--- src/agc_pkg.sv ---
// Shared constants, field layouts and types for the gain controller.
// Assumes a 50 MHz register clock and a 1.28 MHz control tick made from it.
package agc_pkg;

    ////////////////////////////////////////////////////////////////////////
    // Register offsets (byte addresses on the plain register port)
    localparam logic [2:0] ADDR_CONFIG = 3'h0;
    localparam logic [2:0] ADDR_GAIN = 3'h1;
    localparam logic [2:0] ADDR_FAST_RATE = 3'h2;
    localparam logic [2:0] ADDR_SLOW_RATE = 3'h3;

    // Configuration register fields
    localparam int CFG_MODE_LSB = 2;
    localparam int CFG_MODE_MSB = 3;
    localparam int CFG_HOLD_BIT = 4;
    // Gain setting register fields
    localparam int GAIN_READ_BIT = 7;
    // Rate select fields: attack in low bits, release in high bits
    localparam int RATE_ATK_LSB = 0;
    localparam int RATE_REL_LSB = 4;

    // Reset values
    localparam logic [7:0] GAIN_RESET = 8'h00;
    localparam logic [7:0] RATE_RESET = 8'h00;
    localparam logic HOLD_RESET = 1'b0;

    ////////////////////////////////////////////////////////////////////////
    // Timing
    localparam logic [15:0] MCLK_KHZ = 16'hC350;
    localparam logic [15:0] SYS_CLK_KHZ = 16'h0500;
    localparam int HOLD_LONG_MS = 50;
    localparam int HOLD_SHORT_MS = 25;
    localparam int HOLD_LONG_TICKS = HOLD_LONG_MS * int'(SYS_CLK_KHZ);
    localparam int HOLD_SHORT_TICKS = HOLD_SHORT_MS * int'(SYS_CLK_KHZ);
    localparam int FIXED_RATE_KDB_S = 80;
    localparam int GAIN_STEP_MDB = 500;
    // Ticks per 0.5 dB step at 80 KdB/s
    localparam int STEP_BASE_TICKS = int'(SYS_CLK_KHZ) * GAIN_STEP_MDB
        / (FIXED_RATE_KDB_S * 1000);
    localparam int OVERSAMPLE = 64;
    localparam int SAMPLE_KHZ = 40;
    localparam int TICKS_PER_SAMPLE = int'(SYS_CLK_KHZ) / SAMPLE_KHZ;

    ////////////////////////////////////////////////////////////////////////
    // Types
    typedef enum logic [1:0] {
        AGC_MODE_DUAL = 2'h0,
        AGC_MODE_SINGLE = 2'h1,
        AGC_MODE_STEPPED = 2'h2,
        AGC_MODE_IMMEDIATE = 2'h3
    } agc_mode_t;

    typedef struct packed {
        logic [2:0] addr;
        logic [7:0] wdata;
        logic wr;
        logic rd;
    } agc_bus_req_t;

endpackage : agc_pkg
--- src/agc_gain_controller.sv ---
// Gain controller for the microphone amplifier and compressor.
// Assumes comparator flags and converter words synchronous to mclk.
//
// The implementer's own choices: strobed register access and the address map.
`timescale 1ns/100ps
`default_nettype none

module agc_gain_controller
    import agc_pkg::*;
#(
    parameter int GAIN_W = 7,
    parameter int HOLD_LONG = HOLD_LONG_TICKS,
    parameter int HOLD_SHORT = HOLD_SHORT_TICKS
) (
    input wire logic mclk,
    input wire logic nrst,
    input wire agc_bus_req_t bus_req,
    output logic [7:0] rdata,
    input wire logic above_upper,
    input wire logic below_lower,
    input wire logic [15:0] adc_data,
    output logic [GAIN_W-1:0] gain_code,
    output logic mod_tick,
    output logic sample_strobe,
    output logic [15:0] adc_word
);

    localparam int HOLD_W = 17;
    localparam int PER_W = 11;

    if (GAIN_W != 7) begin : g_bad_width
        $error("GAIN_W must be 7");
    end
    if (HOLD_LONG < 1 || HOLD_LONG >= 2 ** HOLD_W || HOLD_SHORT < 1
        || HOLD_SHORT > HOLD_LONG) begin : g_bad_hold
        $error("hold counts out of range");
    end

    function automatic logic [PER_W-1:0] rate_period(input logic [2:0] sel);
        rate_period = PER_W'(STEP_BASE_TICKS) << sel;
    endfunction : rate_period

    ////////////////////////////////////////////////////////////////////////
    // Control tick and converter timing
    logic [15:0] tick_acc;
    logic [4:0] sample_cnt;

    always_ff @(posedge mclk) begin
        if (!nrst) begin
            tick_acc <= 16'h0000;
            mod_tick <= 1'b0;
        end else if (tick_acc >= MCLK_KHZ - SYS_CLK_KHZ) begin
            tick_acc <= tick_acc - (MCLK_KHZ - SYS_CLK_KHZ);
            mod_tick <= 1'b1;
        end else begin
            tick_acc <= tick_acc + SYS_CLK_KHZ;
            mod_tick <= 1'b0;
        end
    end

    always_ff @(posedge mclk) begin
        if (!nrst) begin
            sample_cnt <= 5'h00;
            sample_strobe <= 1'b0;
            adc_word <= 16'h0000;
        end else begin
            sample_strobe <= 1'b0;
            if (mod_tick) begin
                if (sample_cnt == 5'(TICKS_PER_SAMPLE - 1)) begin
                    sample_cnt <= 5'h00;
                    sample_strobe <= 1'b1;
                    adc_word <= adc_data;
                end else begin
                    sample_cnt <= sample_cnt + 5'h01;
                end
            end
        end
    end

    ////////////////////////////////////////////////////////////////////////
    // Registers
    agc_mode_t cfg_mode;
    logic cfg_hold_short;
    logic [7:0] gain_set;
    logic [7:0] fast_sel;
    logic [7:0] slow_sel;
    logic [GAIN_W-1:0] max_gain;

    assign max_gain = gain_set[GAIN_W-1:0];

    always_ff @(posedge mclk) begin
        if (!nrst) begin
            cfg_mode <= AGC_MODE_DUAL;
            cfg_hold_short <= HOLD_RESET;
            gain_set <= GAIN_RESET;
            fast_sel <= RATE_RESET;
            slow_sel <= RATE_RESET;
        end else if (bus_req.wr) begin
            unique case (bus_req.addr)
                ADDR_CONFIG: begin
                    cfg_mode <= agc_mode_t'(
                        bus_req.wdata[CFG_MODE_MSB:CFG_MODE_LSB]);
                    cfg_hold_short <= bus_req.wdata[CFG_HOLD_BIT];
                end
                ADDR_GAIN: gain_set <= bus_req.wdata;
                ADDR_FAST_RATE: fast_sel <= bus_req.wdata;
                ADDR_SLOW_RATE: slow_sel <= bus_req.wdata;
                default: begin
                end
            endcase
        end
    end

    always_ff @(posedge mclk) begin
        if (!nrst) begin
            rdata <= 8'h00;
        end else if (bus_req.rd) begin
            unique case (bus_req.addr)
                ADDR_CONFIG: rdata <= {3'h0, cfg_hold_short, cfg_mode, 2'h0};
                ADDR_GAIN: rdata <= gain_set[GAIN_READ_BIT]
                    ? {1'b1, gain_code} : gain_set;
                ADDR_FAST_RATE: rdata <= fast_sel;
                ADDR_SLOW_RATE: rdata <= slow_sel;
                default: rdata <= 8'h00;
            endcase
        end else begin
            rdata <= 8'h00;
        end
    end

    ////////////////////////////////////////////////////////////////////////
    // Hold timer before a gain increase in dual and single-rate modes
    logic [HOLD_W-1:0] hold_cnt;
    logic hold_done;

    assign hold_done = hold_cnt >= (cfg_hold_short ? HOLD_W'(HOLD_SHORT)
        : HOLD_W'(HOLD_LONG));

    always_ff @(posedge mclk) begin
        if (!nrst || !below_lower) begin
            hold_cnt <= '0;
        end else if (mod_tick && !hold_done) begin
            hold_cnt <= hold_cnt + HOLD_W'(1);
        end
    end

    ////////////////////////////////////////////////////////////////////////
    // Fast-rate counter
    logic [GAIN_W-1:0] gain_fast;
    logic fast_up;
    logic fast_dn;
    logic [PER_W-1:0] fast_period;
    logic [PER_W-1:0] fast_timer;
    logic fast_step;
    logic auto_mode;

    assign auto_mode = cfg_mode == AGC_MODE_DUAL
        || cfg_mode == AGC_MODE_SINGLE;

    always_comb begin
        fast_up = 1'b0;
        fast_dn = 1'b0;
        unique case (cfg_mode)
            AGC_MODE_DUAL, AGC_MODE_SINGLE: begin
                if (gain_fast > max_gain) begin
                    fast_dn = 1'b1;
                end else if (above_upper) begin
                    fast_dn = gain_fast != '0;
                end else if (below_lower && hold_done) begin
                    fast_up = gain_fast < max_gain;
                end
            end
            AGC_MODE_STEPPED: begin
                fast_up = gain_fast < max_gain;
                fast_dn = gain_fast > max_gain;
            end
            AGC_MODE_IMMEDIATE: begin
            end
        endcase
    end

    assign fast_period = fast_dn
        ? rate_period(fast_sel[RATE_ATK_LSB+:3])
        : rate_period(fast_sel[RATE_REL_LSB+:3]);
    assign fast_step = mod_tick && (fast_up || fast_dn)
        && fast_timer >= fast_period - PER_W'(1);

    always_ff @(posedge mclk) begin
        if (!nrst || !(fast_up || fast_dn) || fast_step) begin
            fast_timer <= '0;
        end else if (mod_tick) begin
            fast_timer <= fast_timer + PER_W'(1);
        end
    end

    always_ff @(posedge mclk) begin
        if (!nrst) begin
            gain_fast <= '0;
        end else if (cfg_mode == AGC_MODE_IMMEDIATE) begin
            gain_fast <= max_gain;
        end else if (fast_step) begin
            gain_fast <= fast_dn ? gain_fast - GAIN_W'(1)
                : gain_fast + GAIN_W'(1);
        end
    end

    ////////////////////////////////////////////////////////////////////////
    // Slow-rate counter
    logic [GAIN_W-1:0] gain_slow;
    logic slow_up;
    logic slow_dn;
    logic [PER_W-1:0] slow_period;
    logic [PER_W-1:0] slow_timer;
    logic slow_step;

    assign slow_up = cfg_mode == AGC_MODE_DUAL && gain_slow < gain_fast;
    assign slow_dn = cfg_mode == AGC_MODE_DUAL && gain_slow > gain_fast;
    assign slow_period = slow_dn
        ? rate_period(slow_sel[RATE_ATK_LSB+:3])
        : rate_period(slow_sel[RATE_REL_LSB+:3]);
    assign slow_step = mod_tick && (slow_up || slow_dn)
        && slow_timer >= slow_period - PER_W'(1);

    always_ff @(posedge mclk) begin
        if (!nrst || !(slow_up || slow_dn) || slow_step) begin
            slow_timer <= '0;
        end else if (mod_tick) begin
            slow_timer <= slow_timer + PER_W'(1);
        end
    end

    always_ff @(posedge mclk) begin
        if (!nrst) begin
            gain_slow <= '0;
        end else if (cfg_mode != AGC_MODE_DUAL) begin
            gain_slow <= gain_fast;
        end else if (slow_step) begin
            gain_slow <= slow_dn ? gain_slow - GAIN_W'(1)
                : gain_slow + GAIN_W'(1);
        end
    end

    ////////////////////////////////////////////////////////////////////////
    // Applied gain
    always_ff @(posedge mclk) begin
        if (!nrst) begin
            gain_code <= '0;
        end else if (cfg_mode == AGC_MODE_DUAL && gain_slow < gain_fast) begin
            gain_code <= gain_slow;
        end else begin
            gain_code <= gain_fast;
        end
    end
endmodule : agc_gain_controller

`default_nettype wire

--- config.mk ---
export PLATFORM = sky130hd
export DESIGN_NAME = agc_gain_controller
export DESIGN_NICKNAME = d
export VERILOG_FILES = /design/src/agc_pkg.sv /design/src/agc_gain_controller.sv
export SDC_FILE = /design/constraint.sdc
export NUM_CORES = 1
export LEC_CHECK = 0
export BUFFER_PORTS_ARGS = -buffer_cell sky130_fd_sc_hd__buf_2
export CAP_MARGIN = 15
export CORE_MARGIN = 3
export CORE_UTILIZATION = 45
export DETAILED_ROUTE_END_ITERATION = 12
export PLACE_DENSITY = 0.72
export SETUP_SLACK_MARGIN = 0.3
export SYNTH_ARGS = -nofsm -noshare
export SYNTH_HDL_FRONTEND = slang
export SYNTH_SLANG_ARGS = --single-unit
--- constraint.sdc ---
create_clock -name mclk -period 3.9 [get_ports mclk]
set_input_delay 0.195 -clock mclk [delete_from_list [all_inputs] [get_ports mclk]]
set_output_delay 0.195 -clock mclk [all_outputs]
set_load 0.01 [all_outputs]
==> impl_results.md, run 1 <==
- Avg WL per Cell: 15.6 um
- Via density: 5.53
- Initial antenna violation count: 0
- Core area: between 10000 and 15000 sq um
- Vias in the first global route: 6115
- Post-synth cell types: 55
- Total CTS buffers: 17
- Peak VDD IR: around 0.0003 V
- Max Fclk: 261 MHz
- Share of cells above drive strength 1: 25.6%
- Startpoint class of the critical path: register
- Initial core utilization: between 40% and 50%
- Final WL: 18.3 mm
- R2R Setup Slk: 70 ps
- Port buffer count: 65
- Final setup fails: 0
- Gpl congestion: 0.860
- Async SR Flop Fraction: 0%
- Slew Limit Fails: 0
- Comb pwr share: 13.9%
- Synth top area share: 37.5%
- RSZ-0062 raised after global routing: yes
- Sw Ratio: 27.9%
- DRT iter0 DRCs: 477
- Status: finished clean
- Final Cycle Share: 98.3%
- Top FF cell, synth: dfxtp_1
- Most frequent cells in the layout: dfxtp_1, nand2_1, nor2_1
- Die width: ~130 um
- Hold Vio Cnt, Final: 0
- Die Height: approximately 130 um
- Clock Path Buffers: 2
- First-pass GRT wire length: 29.4 mm
- Xor/xnor share of the synthesized area: 6.94%
- Multiplexer share of the synthesized area: ~3.4%
- Sw Pwr: roughly 0.93 mW
- Synth area leader: dfxtp_1
- Clk pwr share: 45.2%
- Number of synthesized register bits: 130
- DR DRC count: 0
- Rows: 44
- Ports: 66
- Leak: 3.64 nW
- CP Data Required Time: 4260 ps
- Clk_lat worst skew: 420 ps
- Hpwl dp: 12.1 mm
- DP Worst Slack: -43.7 ps
- Hold Path Origin: bus_req[9]
- Most area-consuming cells after synthesis: dfxtp_1, ha_1, a21oi_1
- Simple-gate share of the synthesized area: 19.7%
- Compound-cell area share of the yosys netlist: 18.0%
- Die area: 17000 sq um
- Area post-placement: ~7800 sq um
- CP max FO: 5
- Syn. warnings: 0
- Sequential share of power: around 41%
- Crit path launch: gain_fast[5]$_SDFFE_PN0P_
- Max-cap violations: 0
- Mapped Avg Cell Area: between 8 and 9 sq um
- HP Class: input pin to register
- Commonest non-fill, non-tap cell in the layout: dfxtp_1
- Worst setup EP type: register
- Fin worst setup slack: 65.3 ps
- Main combinational cell family by area after synthesis: simple AND/OR/NAND/NOR gates
- Worst R2R Start: gain_fast[5]$_SDFFE_PN0P_
- Mapped Cells: 829
- Grt ovf: 0
- Adder-Cell Fraction of Synth Area: 10.7%
- Clock sinks: 130
- Largest net degree at the start of global routing: 32
- Post-synthesis sequential area ratio: 37.5%
- Via count: ~6500
- Relative slew slack: approximately a third
- Post-synth EDFFs: 0
- Final Cell Area: 9150 sq um
- Drt first pass iters: 5
- Worst EP arrival: 4190 ps
- Post-layout min period: around 3800 ps
- CTS root buffer: clkbuf_16
- Clock transition at path regs: around 70 ps
- Worst clock skew: 8.55 ps
- Pint: 2.40 mW
- Nets: 1064
- CTS H-tree lvls: 4
- Post-Syn Area: just under 7000 sq um
- # diodes: 0
- P per Cell Area: roughly 360 nW/um^2
- CTS tree: built
- Pin slew with the least headroom to its limit: 972 ps
- GRT Resource Usage Total: 21.8%
- Setup CP Type: register to register
- Tot Pwr: 3.33 mW
- DRT antenna net count: 0
- Area growth from synthesis to layout: 31.8%
[final cells by class]
type	instances	area, sq um
fillers	1218	5660
multi-input cells	632	4490
flip-flops and latches	130	2620
repair buffers	155	1110
clock buffers	17	425
well taps	184	230
clock inverters	15	139
inverters	37	139
[cells by family after synthesis]
family	Yosys count
compound gates	201
xor+xnor	55
fa+ha+maj	58
buf+inv	69
flops	130
mux	22
other cells	1
simple gates	293
[repair_timing]
item                                   CTS  global route
gates resized for setup                 54            35
pin swaps                               35            24
endpoints found under the hold margin   16             0
gates cloned                             3             0
hold buffers                            16             0
setup buffers                           23             4
setup endpoints to repair               36            36
[stage by stage]
step           TNS, ps  instances  utilization [%]  hold WS [ps]
3_3_place_gp         0       1092             52.6           404
6_report             0       1170             61.8          45.9
2_1_floorplan        0        830                -           321
3_5_place_dp     -80.6       1092             52.6           406
5_1_grt          -1080       1170             61.8          37.5
4_1_cts              0       1166             60.6          28.4
[layer usage]
metal  vias to the layer above  wire length (um)  track usage, %
met4                         0               461            8.80
met5                         -                 0               0
li1                       3216                 -               -
met1                      3030              7800            27.5
met2                       189              9020            36.5
met3                        36              1010            4.46
[synth_stat cells (2+ instances only)]
| master | instances |
|---|---|
| fa_1 | 2 |
| a211oi_1 | 6 |
| nand2b_1 | 4 |
| or2_2 | 4 |
| or3_1 | 8 |
| a22o_1 | 18 |
| nor4b_1 | 3 |
| a21oi_1 | 79 |
| xor2_1 | 26 |
| mux2i_1 | 19 |
| a31o_2 | 2 |
| nor2b_1 | 3 |
| o21ai_0 | 41 |
| nor2_1 | 86 |
| a311oi_1 | 5 |
| ha_1 | 56 |
| a31oi_1 | 9 |
| nor3_1 | 10 |
| clkbuf_1 | 25 |
| inv_1 | 36 |
| and3_1 | 9 |
| and2_1 | 5 |
| a21boi_0 | 2 |
| nand4_1 | 16 |
| dfxtp_1 | 130 |
| nand2_1 | 104 |
| mux2_2 | 2 |
| o41ai_1 | 2 |
| a22oi_1 | 10 |
| nor4_1 | 4 |
| o21bai_1 | 7 |
| a21o_1 | 7 |
| buf_1 | 6 |
| nor3b_1 | 6 |
| o211ai_1 | 3 |
| xnor2_1 | 29 |
| o21a_1 | 4 |
| nand3b_1 | 5 |
| nand3_1 | 20 |
[sequential cells by signal, indices dropped and copies added, names as in the netlist, 2 cells and up]
name,cells
fast_sel,8
tick_acc,12
rdata,8
cfg_mode,2
slow_sel,8
fast_timer,11
sample_cnt,5
gain_set,8
gain_fast,7
gain_code,7
gain_slow,7
hold_cnt,17
slow_timer,11
adc_word,16
[final timing paths]
kind | to | depth (start not counted)
worst max-delay path | gain_slow[6]$_SDFFE_PN0P_ | 23
worst min-delay path | fast_sel[7]$_SDFFE_PN0P_ | 3
worst min register to register | fast_sel[3]$_SDFFE_PN0P_ | 2
worst max register to register | gain_slow[6]$_SDFFE_PN0P_ | 23
[power by group through the flow]
stage / logic, mW / clock network (mW) / registers (mW)
2_1_floorplan: 0.234 / 0 / 1.39
3_3_place_gp: 0.334 / 0 / 1.39
3_5_place_dp: 0.339 / 0 / 1.39
4_1_cts: 0.418 / 1.53 / 1.36
5_1_grt: 0.501 / 1.59 / 1.37
6_report: 0.462 / 1.51 / 1.36
[critical path: stages, from the launching register on]
cell and delay [ps]:
dfxtp_2 340, inv_2 50, ha_4 260, nand4_1 170, a21oi_2 180, o21bai_1 100
buf_4 170, buf_8 120, nor3_4 120, a21oi_2 70, or2_4 250, ha_4 170
xor2_2 150, ha_1 300, o21ai_1 70, a21oi_1 180, o41ai_2 90, buf_4 150
a311oi_4 210, buf_4 170, buf_12 110, nand2_4 50, xor2_1 140, a21oi_1 140
Note: power is estimated with default switching activity, not from simulation.
==> inputs of run 2 (changes only) <==
- CTS_CLUSTER_DIAMETER: not set -> 150
- GPL_TIMING_DRIVEN: not set -> 0
==> impl_results.md, run 2 (synthesized netlist as in run 1, its figures left out) <==
- Final WL: 18.8 mm (was 18.3 mm)
- Worst EP arrival: 4300 ps (was 4190 ps)
- CTS root buffer: clkbuf_16 (unchanged)
- Core area: 14800 sq um (unchanged)
- Setup CP Type: register to register (unchanged)
- Sequential share of power: 37.4% (was 41.0%)
- DP Worst Slack: -368 ps (was -43.7 ps)
- Avg WL per Cell: 16.2 um (was 15.6 um)
- Peak VDD IR: 0.000315 V (was 0.000303 V)
- Rows: 44 (unchanged)
- Commonest non-fill, non-tap cell in the layout: dfxtp_1 (unchanged)
- Clk pwr share: 50.5% (was 45.2%)
- CP max FO: 6 (was 5)
- Worst setup EP type: register (unchanged)
- HP Class: input pin to register (unchanged)
- Initial core utilization: 46.9% (unchanged)
- Startpoint class of the critical path: register (unchanged)
- Area growth from synthesis to layout: 32.4% (was 31.8%)
- Area post-placement: 7570 sq um (was 7780 sq um)
- Final setup fails: 1 (was 0)
- Tot Pwr: 3.65 mW (was 3.33 mW)
- Reg2reg path depth: 19 (was 23)
- Placed Cells: 1077 (was 1092)
- Max Fclk: 253 MHz (was 261 MHz)
- Fin worst setup slack: -51.9 ps (was 65.3 ps)
- DRT antenna net count: 0 (unchanged)
- DRT iter0 DRCs: 436 (was 477)
- DR DRC count: 0 (unchanged)
- Slew Limit Fails: 0 (unchanged)
- Clk_lat worst skew: 420 ps (about the same)
- Final Cell Area: 9190 sq um (was 9150 sq um)
- Hold Vio Cnt, Final: 0 (unchanged)
- Total CTS buffers: 17 (unchanged)
- Register area: 2640 sq um (was 2620 sq um)
- Drt first pass iters: 5 (unchanged)
- Ports: 66 (unchanged)
- Final Util: 62.1% (was 61.8%)
- Failing checks: negative setup slack
- CTS H-tree lvls: 4 (unchanged)
- RR Endpoint: gain_fast[6]$_SDFFE_PN0P_ (was gain_slow[6]$_SDFFE_PN0P_)
- Max-cap violations: 0 (unchanged)
- Port buffer count: 63 (was 65)
- Gpl congestion: 0.864 (was 0.860)
- Pint: 2.78 mW (was 2.40 mW)
- R2R Setup Slk: -50 ps (was 70 ps)
- P per Cell Area: 397 nW/um^2 (was 364 nW/um^2)
- Worst clock skew: 6.62 ps (was 8.55 ps)
- Pin slew with the least headroom to its limit: 1080 ps (was 972 ps)
- Largest register by flop count: hold_cnt (unchanged)
- Leak: 3.57 nW (was 3.64 nW)
- Footprint of the multi-input gates: 4540 sq um (was 4490 sq um)
- Status: complete, but fails checks (was finished clean)
- Initial antenna violation count: 0 (unchanged)
- Clock Path Buffers: 2 (unchanged)
- Max reg flops: 17 (unchanged)
- Clock transition at path regs: 60 ps (was 70 ps)
- Post-layout min period: 3950 ps (was 3830 ps)
- Sw Ratio: 23.8% (was 27.9%)
- Most frequent cells in the layout: dfxtp_1, nand2_1, nor2_1 (unchanged)
- Via count: 6477 (was 6471)
- CP Data Required Time: 4250 ps (was 4260 ps)
- Post-route insts no fill: 1159 (was 1170)
- Nets: 1053 (was 1064)
- # diodes: 0 (unchanged)
- Hold depth: 3 (unchanged)
- Die area: 17000 sq um (unchanged)
- Final Cycle Share: 101% (was 98.3%)
- Sw Pwr: 0.867 mW (was 0.928 mW)
- Comb pwr share: 12.1% (was 13.9%)
- Die Height: 130 um (unchanged)
- Worst R2R Start: gain_fast[0]$_SDFFE_PN0P_ (was gain_fast[5]$_SDFFE_PN0P_)
- Hold path endpoint: gain_set[7]$_SDFFE_PN0P_ (was fast_sel[7]$_SDFFE_PN0P_)
- Clock sinks: 130 (unchanged)
- Hpwl dp: 12.2 mm (was 12.1 mm)
- Grt ovf: 0 (unchanged)
- Filler Cell Count: 1178 (was 1218)
- RSZ-0062 raised after global routing: yes (unchanged)
- First-pass GRT wire length: 28.9 mm (was 29.4 mm)
- Biggest regs: hold_cnt (17), adc_word (16), tick_acc (12) (unchanged)
- Setup TNS: -51.9 ps (was 0 ps)
- Share of cells above drive strength 1: 23.2% (was 25.6%)
- Via density: 5.59 (was 5.53)
- GRT Resource Usage Total: 21.6% (was 21.8%)
- CTS tree: built (unchanged)
- Vias in the first global route: 5943 (was 6115)
- Largest net degree at the start of global routing: 17 (was 32)
- Worst hold slack: 37.1 ps (was 45.9 ps)
- Hold Path Origin: bus_req[9] (unchanged)
- Relative slew slack: 27.8% (was 35.0%)
- Die width: 130 um (unchanged)
[run 2: changes by cell type in the layout (fill, tap and decap cells not counted), moves of 6 or more]
| cell | before | now |
|---|---|---|
| dfxtp_4 | 2 | 8 |
| bufinv_16 | 0 | 6 |
| dfxtp_1 | 123 | 115 |
| buf_4 | 65 | 25 |
| clkbuf_1 | 0 | 23 |
[run 2: worst max-delay path: stages (launching register included)]
cell	delay, ps
dfxtp_4	390
inv_1	100
ha_1	320
nand3_1	90
or2_4	260
o211ai_1	140
nand2_2	150
buf_12	160
nor4b_4	200
a31oi_1	70
ha_2	240
xor2_2	190
ha_1	310
o21ai_2	60
a21oi_2	130
o41ai_2	90
a21oi_2	290
nand2_2	130
or3_1	390
a31oi_1	150
[run 2: worst max-delay path by stage]
stage / cells past startpoint / endpoint / from / slack, ps
finish: 19 / gain_fast[6]$_SDFFE_PN0P_ / gain_fast[0]$_SDFFE_PN0P_ / -50
global route: 19 / gain_fast[6]$_SDFFE_PN0P_ / gain_fast[0]$_SDFFE_PN0P_ / -190
CTS: 19 / gain_fast[6]$_SDFFE_PN0P_ / gain_set[2]$_SDFFE_PN0P_ / 110
detailed placement: 20 / fast_timer[9]$_SDFFE_PP0P_ / gain_set[6]$_SDFFE_PN0P_ / -370
global placement: 20 / fast_timer[5]$_SDFFE_PP0P_ / gain_set[6]$_SDFFE_PN0P_ / -340
floorplan: 18 / gain_fast[3]$_SDFFE_PN0P_ / gain_set[6]$_SDFFE_PN0P_ / 310
[run 2: layer usage]
metal	wire, um	GRT usage [%]
met5	0	0
met1	8420	27.8
met2	9220	36.0
met3	859	5.03
met4	313	6.54
[run 2: area by class of cell]
cell class                 instances  area share, %
multi-input combinational        631           49.3
clock inverter                    12           2.44
sequential                       130           28.7
buffer                            32           1.89
timing repair buffer             113           8.59
inverter                          37           1.54
tap                              184           2.50
clock buffer                      20           4.97
[run 2: power groups by stage]
stage / clock [mW] / sequential (mW) / combinational (mW)
finish: 1.84 / 1.36 / 0.443
global route: 1.92 / 1.36 / 0.482
CTS: 1.86 / 1.36 / 0.390
detailed placement: 0 / 1.39 / 0.315
global placement: 0 / 1.39 / 0.309
floorplan: 0 / 1.39 / 0.234
[run 2: repair_timing]
action,in CTS,in global routing
buffers inserted,24,9
gates resized for setup,68,53
endpoints found under the setup margin,36,36
hold buffers,16,0
gates cloned,1,0
pin swaps,27,12
endpoints found under the hold margin,16,0
==> inputs of run 3 (changes only) <==
--- a/config.mk
+++ b/config.mk
@@ -6,4 +6,5 @@
 export NUM_CORES = 1
 export LEC_CHECK = 0
+export ABC_AREA = 1
 export BUFFER_PORTS_ARGS = -buffer_cell sky130_fd_sc_hd__buf_2
 export CAP_MARGIN = 15
@@ -13,6 +14,7 @@
 export DETAILED_ROUTE_END_ITERATION = 12
 export GPL_TIMING_DRIVEN = 0
-export PLACE_DENSITY = 0.72
+export PLACE_DENSITY = 0.71
 export SETUP_SLACK_MARGIN = 0.3
+export SLEW_MARGIN = 20
 export SYNTH_ARGS = -nofsm -noshare
 export SYNTH_HDL_FRONTEND = slang
==> constraint.sdc (replaced) <==
create_clock -name mclk -period 3.9 [get_ports mclk]
set_input_delay 0.195 -clock mclk [delete_from_list [all_inputs] [get_ports mclk]]
set_output_delay 0.195 -clock mclk [all_outputs]
set_load 0.005 [all_outputs]
==> impl_results.md, run 3 <==
- CP max FO: 8 (was 6)
- Total CTS buffers: 17 (unchanged)
- Buf/Inv on CP: 3 (was 2)
- Initial core utilization: 46.7% (was 46.9%)
- Slowest stage delay, CP: 470 ps (was 390 ps)
- # diodes: 0 (unchanged)
- Most area-consuming cells after synthesis: dfxtp_1, nand2_1, ha_1 (was dfxtp_1, ha_1, a21oi_1)
- DP Worst Slack: 110 ps (was -368 ps)
- Initial antenna violation count: 0 (unchanged)
- P per Cell Area: 378 nW/um^2 (was 397 nW/um^2)
- RSZ-0062 raised after global routing: no (was yes)
- Vias in the first global route: 6857 (was 5943)
- Final Util: 58.8% (was 62.1%)
- Post-Syn Area: 7550 sq um (was 6940 sq um)
- Post-route insts no fill: 1415 (was 1159)
- Mapped Cells: 1062 (was 829)
- Filler Cell Count: 1453 (was 1178)
- Via count: 7441 (was 6477)
- Avg WL per Cell: 14.4 um (was 16.2 um)
- Final Cell Area: 9510 sq um (was 9190 sq um)
- DR DRC count: 0 (unchanged)
- First-pass GRT wire length: 32.7 mm (was 28.9 mm)
- Die width: 136 um (was 130 um)
- Startpoint class of the critical path: register (unchanged)
- Via density: 5.26 (was 5.59)
- GRT Resource Usage Total: 21.9% (was 21.6%)
- Status: finished clean (was complete, but fails checks)
- Clk_lat worst skew: 430 ps (was 420 ps)
- Fin worst setup slack: 357 ps (was -51.9 ps)
- Worst path slowest cell: dfxtp_1 (was dfxtp_4)
- Post-synthesis sequential area ratio: 34.5% (was 37.5%)
- Max Fclk: 282 MHz (was 253 MHz)
- Pin slew with the least headroom to its limit: 654 ps (was 1080 ps)
- Gpl congestion: 0.887 (was 0.864)
- Relative slew slack: 56.4% (was 27.8%)
- Slew Limit Fails: 0 (unchanged)
- Largest net degree at the start of global routing: 17 (unchanged)
- Clock transition at path regs: 60 ps (about the same)
- Clock Path Buffers: 2 (unchanged)
- Final Cycle Share: 90.8% (was 101%)
- Worst clock skew: 11.4 ps (was 6.62 ps)
- Synth area leader: dfxtp_1 (unchanged)
- CTS H-tree lvls: 4 (unchanged)
- Most frequent cells in the layout: nand2_1, dfxtp_1, inv_1 (was dfxtp_1, nand2_1, nor2_1)
- DRT antenna net count: 0 (unchanged)
- DRT iter0 DRCs: 463 (was 436)
- Drt first pass iters: 5 (unchanged)
- Ports: 66 (unchanged)
- Register area: 2630 sq um (was 2640 sq um)
- Final WL: 20.4 mm (was 18.8 mm)
- Worst hold slack: 80.5 ps (was 37.1 ps)
- Syn. warnings: 0 (unchanged)
- Crit-path cells: ha_4 > nand2_2 > nor2_4 > a31oi_4 > nand2_8 > nand2_2 > o21ai_4 > inv_1 > nand2_2 > nor2_4 > inv_2 > ha_4 > nand3_1 > nand3_2 > ha_4 > nand2_2 > nor2_4 > nand3_1 > nand4_1 > nand3_4 > nand2_4 > inv_4 > nand2_1 > a21oi_2 (was inv_1 > ha_1 > nand3_1 > or2_4 > o211ai_1 > nand2_2 > buf_12 > nor4b_4 > a31oi_1 > ha_2 > xor2_2 > ha_1 > o21ai_2 > a21oi_2 > o41ai_2 > a21oi_2 > nand2_2 > or3_1 > a31oi_1)
- Mapped Avg Cell Area: 7.11 sq um (was 8.38 sq um)
- Largest register by flop count: hold_cnt (unchanged)
- Share of cells above drive strength 1: 21.0% (was 23.2%)
- Most frequent cell after synthesis: nand2_1 (was dfxtp_1)
- Placed Cells: 1344 (was 1077)
- Synth top area share: 34.5% (was 37.5%)
- Number of synthesized register bits: 130 (unchanged)
- Crit-path most repeated cell: nand2_2
- Worst EP arrival: 3820 ps (was 4300 ps)
- Hold Vio Cnt, Final: 0 (unchanged)
- Async SR Flop Fraction: 0% (unchanged)
- Synth top cells by count: nand2_1, dfxtp_1, inv_1, a21oi_1, nor2_1 (was dfxtp_1, nand2_1, nor2_1, a21oi_1, ha_1)
- Post-synth EDFFs: 0 (unchanged)
- Setup CP Type: register to register (unchanged)
- Final setup fails: 0 (was 1)
- Max-cap violations: 0 (unchanged)
- HP Class: input pin to register (unchanged)
- Worst setup EP type: register (unchanged)
- Setup TNS: 0 ps (was -51.9 ps)
- Grt ovf: 0 (unchanged)
- Core area: 16200 sq um (was 14800 sq um)
- Biggest regs: hold_cnt (17), adc_word (16), tick_acc (12) (unchanged)
- Cell family with most CP delay: simple AND/OR/NAND/NOR gates (unchanged)
- Die area: 18400 sq um (was 17000 sq um)
- Area growth from synthesis to layout: 25.9% (was 32.4%)
- Die Height: 136 um (was 130 um)
- Port buffer count: 65 (was 63)
- Footprint of the multi-input gates: 4680 sq um (was 4540 sq um)
- Nets: 1277 (was 1053)
- CP Data Required Time: 4180 ps (was 4250 ps)
- Rows: 46 (was 44)
- Post-layout min period: 3540 ps (was 3950 ps)
- Clock sinks: 130 (unchanged)
- Max reg flops: 17 (unchanged)
- Leak: 4.20 nW (was 3.57 nW)
- Commonest non-fill, non-tap cell in the layout: nand2_1 (was dfxtp_1)
- Peak VDD IR: 0.000354 V (was 0.000315 V)
- CTS root buffer: clkbuf_16 (unchanged)
- Top FF cell, synth: dfxtp_1 (unchanged)
- Tot Pwr: 3.59 mW (was 3.65 mW)
- Hpwl dp: 14.2 mm (was 12.2 mm)
- CTS tree: built (unchanged)
- Area post-placement: 8150 sq um (was 7570 sq um)
- Post-synth cell types: 51 (was 55)
==> run 3: logic make-up after synthesis <==
kind of cell | Yosys count | synth area share [%]
buffers and inverters | 158 | 8.32
adder cells (fa/ha/maj) | 58 | 9.81
AND/OR/NAND/NOR | 471 | 27.9
AO/OA/AOI/OAI | 212 | 15.8
XOR/XNOR | 32 | 3.71
flip-flops | 130 | 34.5
other | 1 | 0.0497
==> run 3: power breakdown <==
part	switching, mW	total [mW]	internal (mW)
clock network	0.670	1.70	1.03
registers	0.0221	1.37	1.35
logic	0.319	0.529	0.210
total	1.01	3.59	2.58
==> run 3: area by class of cell <==
type | count | area share (%)
clock inverter | 15 | 2.05
clock buffer | 17 | 4.47
tap | 216 | 2.84
timing repair buffer | 104 | 6.90
multi-input combinational | 775 | 49.3
inverter | 130 | 5.26
buffer | 28 | 1.51
sequential | 130 | 27.7
==> run 3: final timing paths <==
kind	from	end	slack, ps	cells past startpoint
max	gain_slow[6]$_SDFFE_PN0P_	gain_slow[2]$_SDFFE_PN0P_	360	24
max reg2reg	gain_slow[6]$_SDFFE_PN0P_	gain_slow[2]$_SDFFE_PN0P_	360	24
min reg2reg	slow_sel[7]$_SDFFE_PN0P_	slow_sel[7]$_SDFFE_PN0P_	460	2
min	bus_req[0]	rdata[4]$_SDFF_PN0_	80	3
==> run 3: tightest hold or removal path, cell delays in order <==
cell and delay, ps:
buf_2 80, nand2_1 80, nor2_1 110
==> run 3: what timing repair did <==
action | 4_1_cts | 5_1_grt
cloned | 1 | 0
hold buffers | 16 | 0
gates resized for setup | 16 | 88
pin swaps | 5 | 46
endpoints found under the setup margin | 25 | 36
endpoints found under the hold margin | 16 | 0
setup buffers | 7 | 15
==> run 3: layer usage <==
layer | vias up | global-route usage, % | routed length [um]
li1 | 3769 | - | -
met1 | 3446 | 29.1 | 9320
met2 | 190 | 35.9 | 9720
met3 | 36 | 4.53 | 919
met4 | 0 | 7.05 | 405
met5 | - | 0 | 0
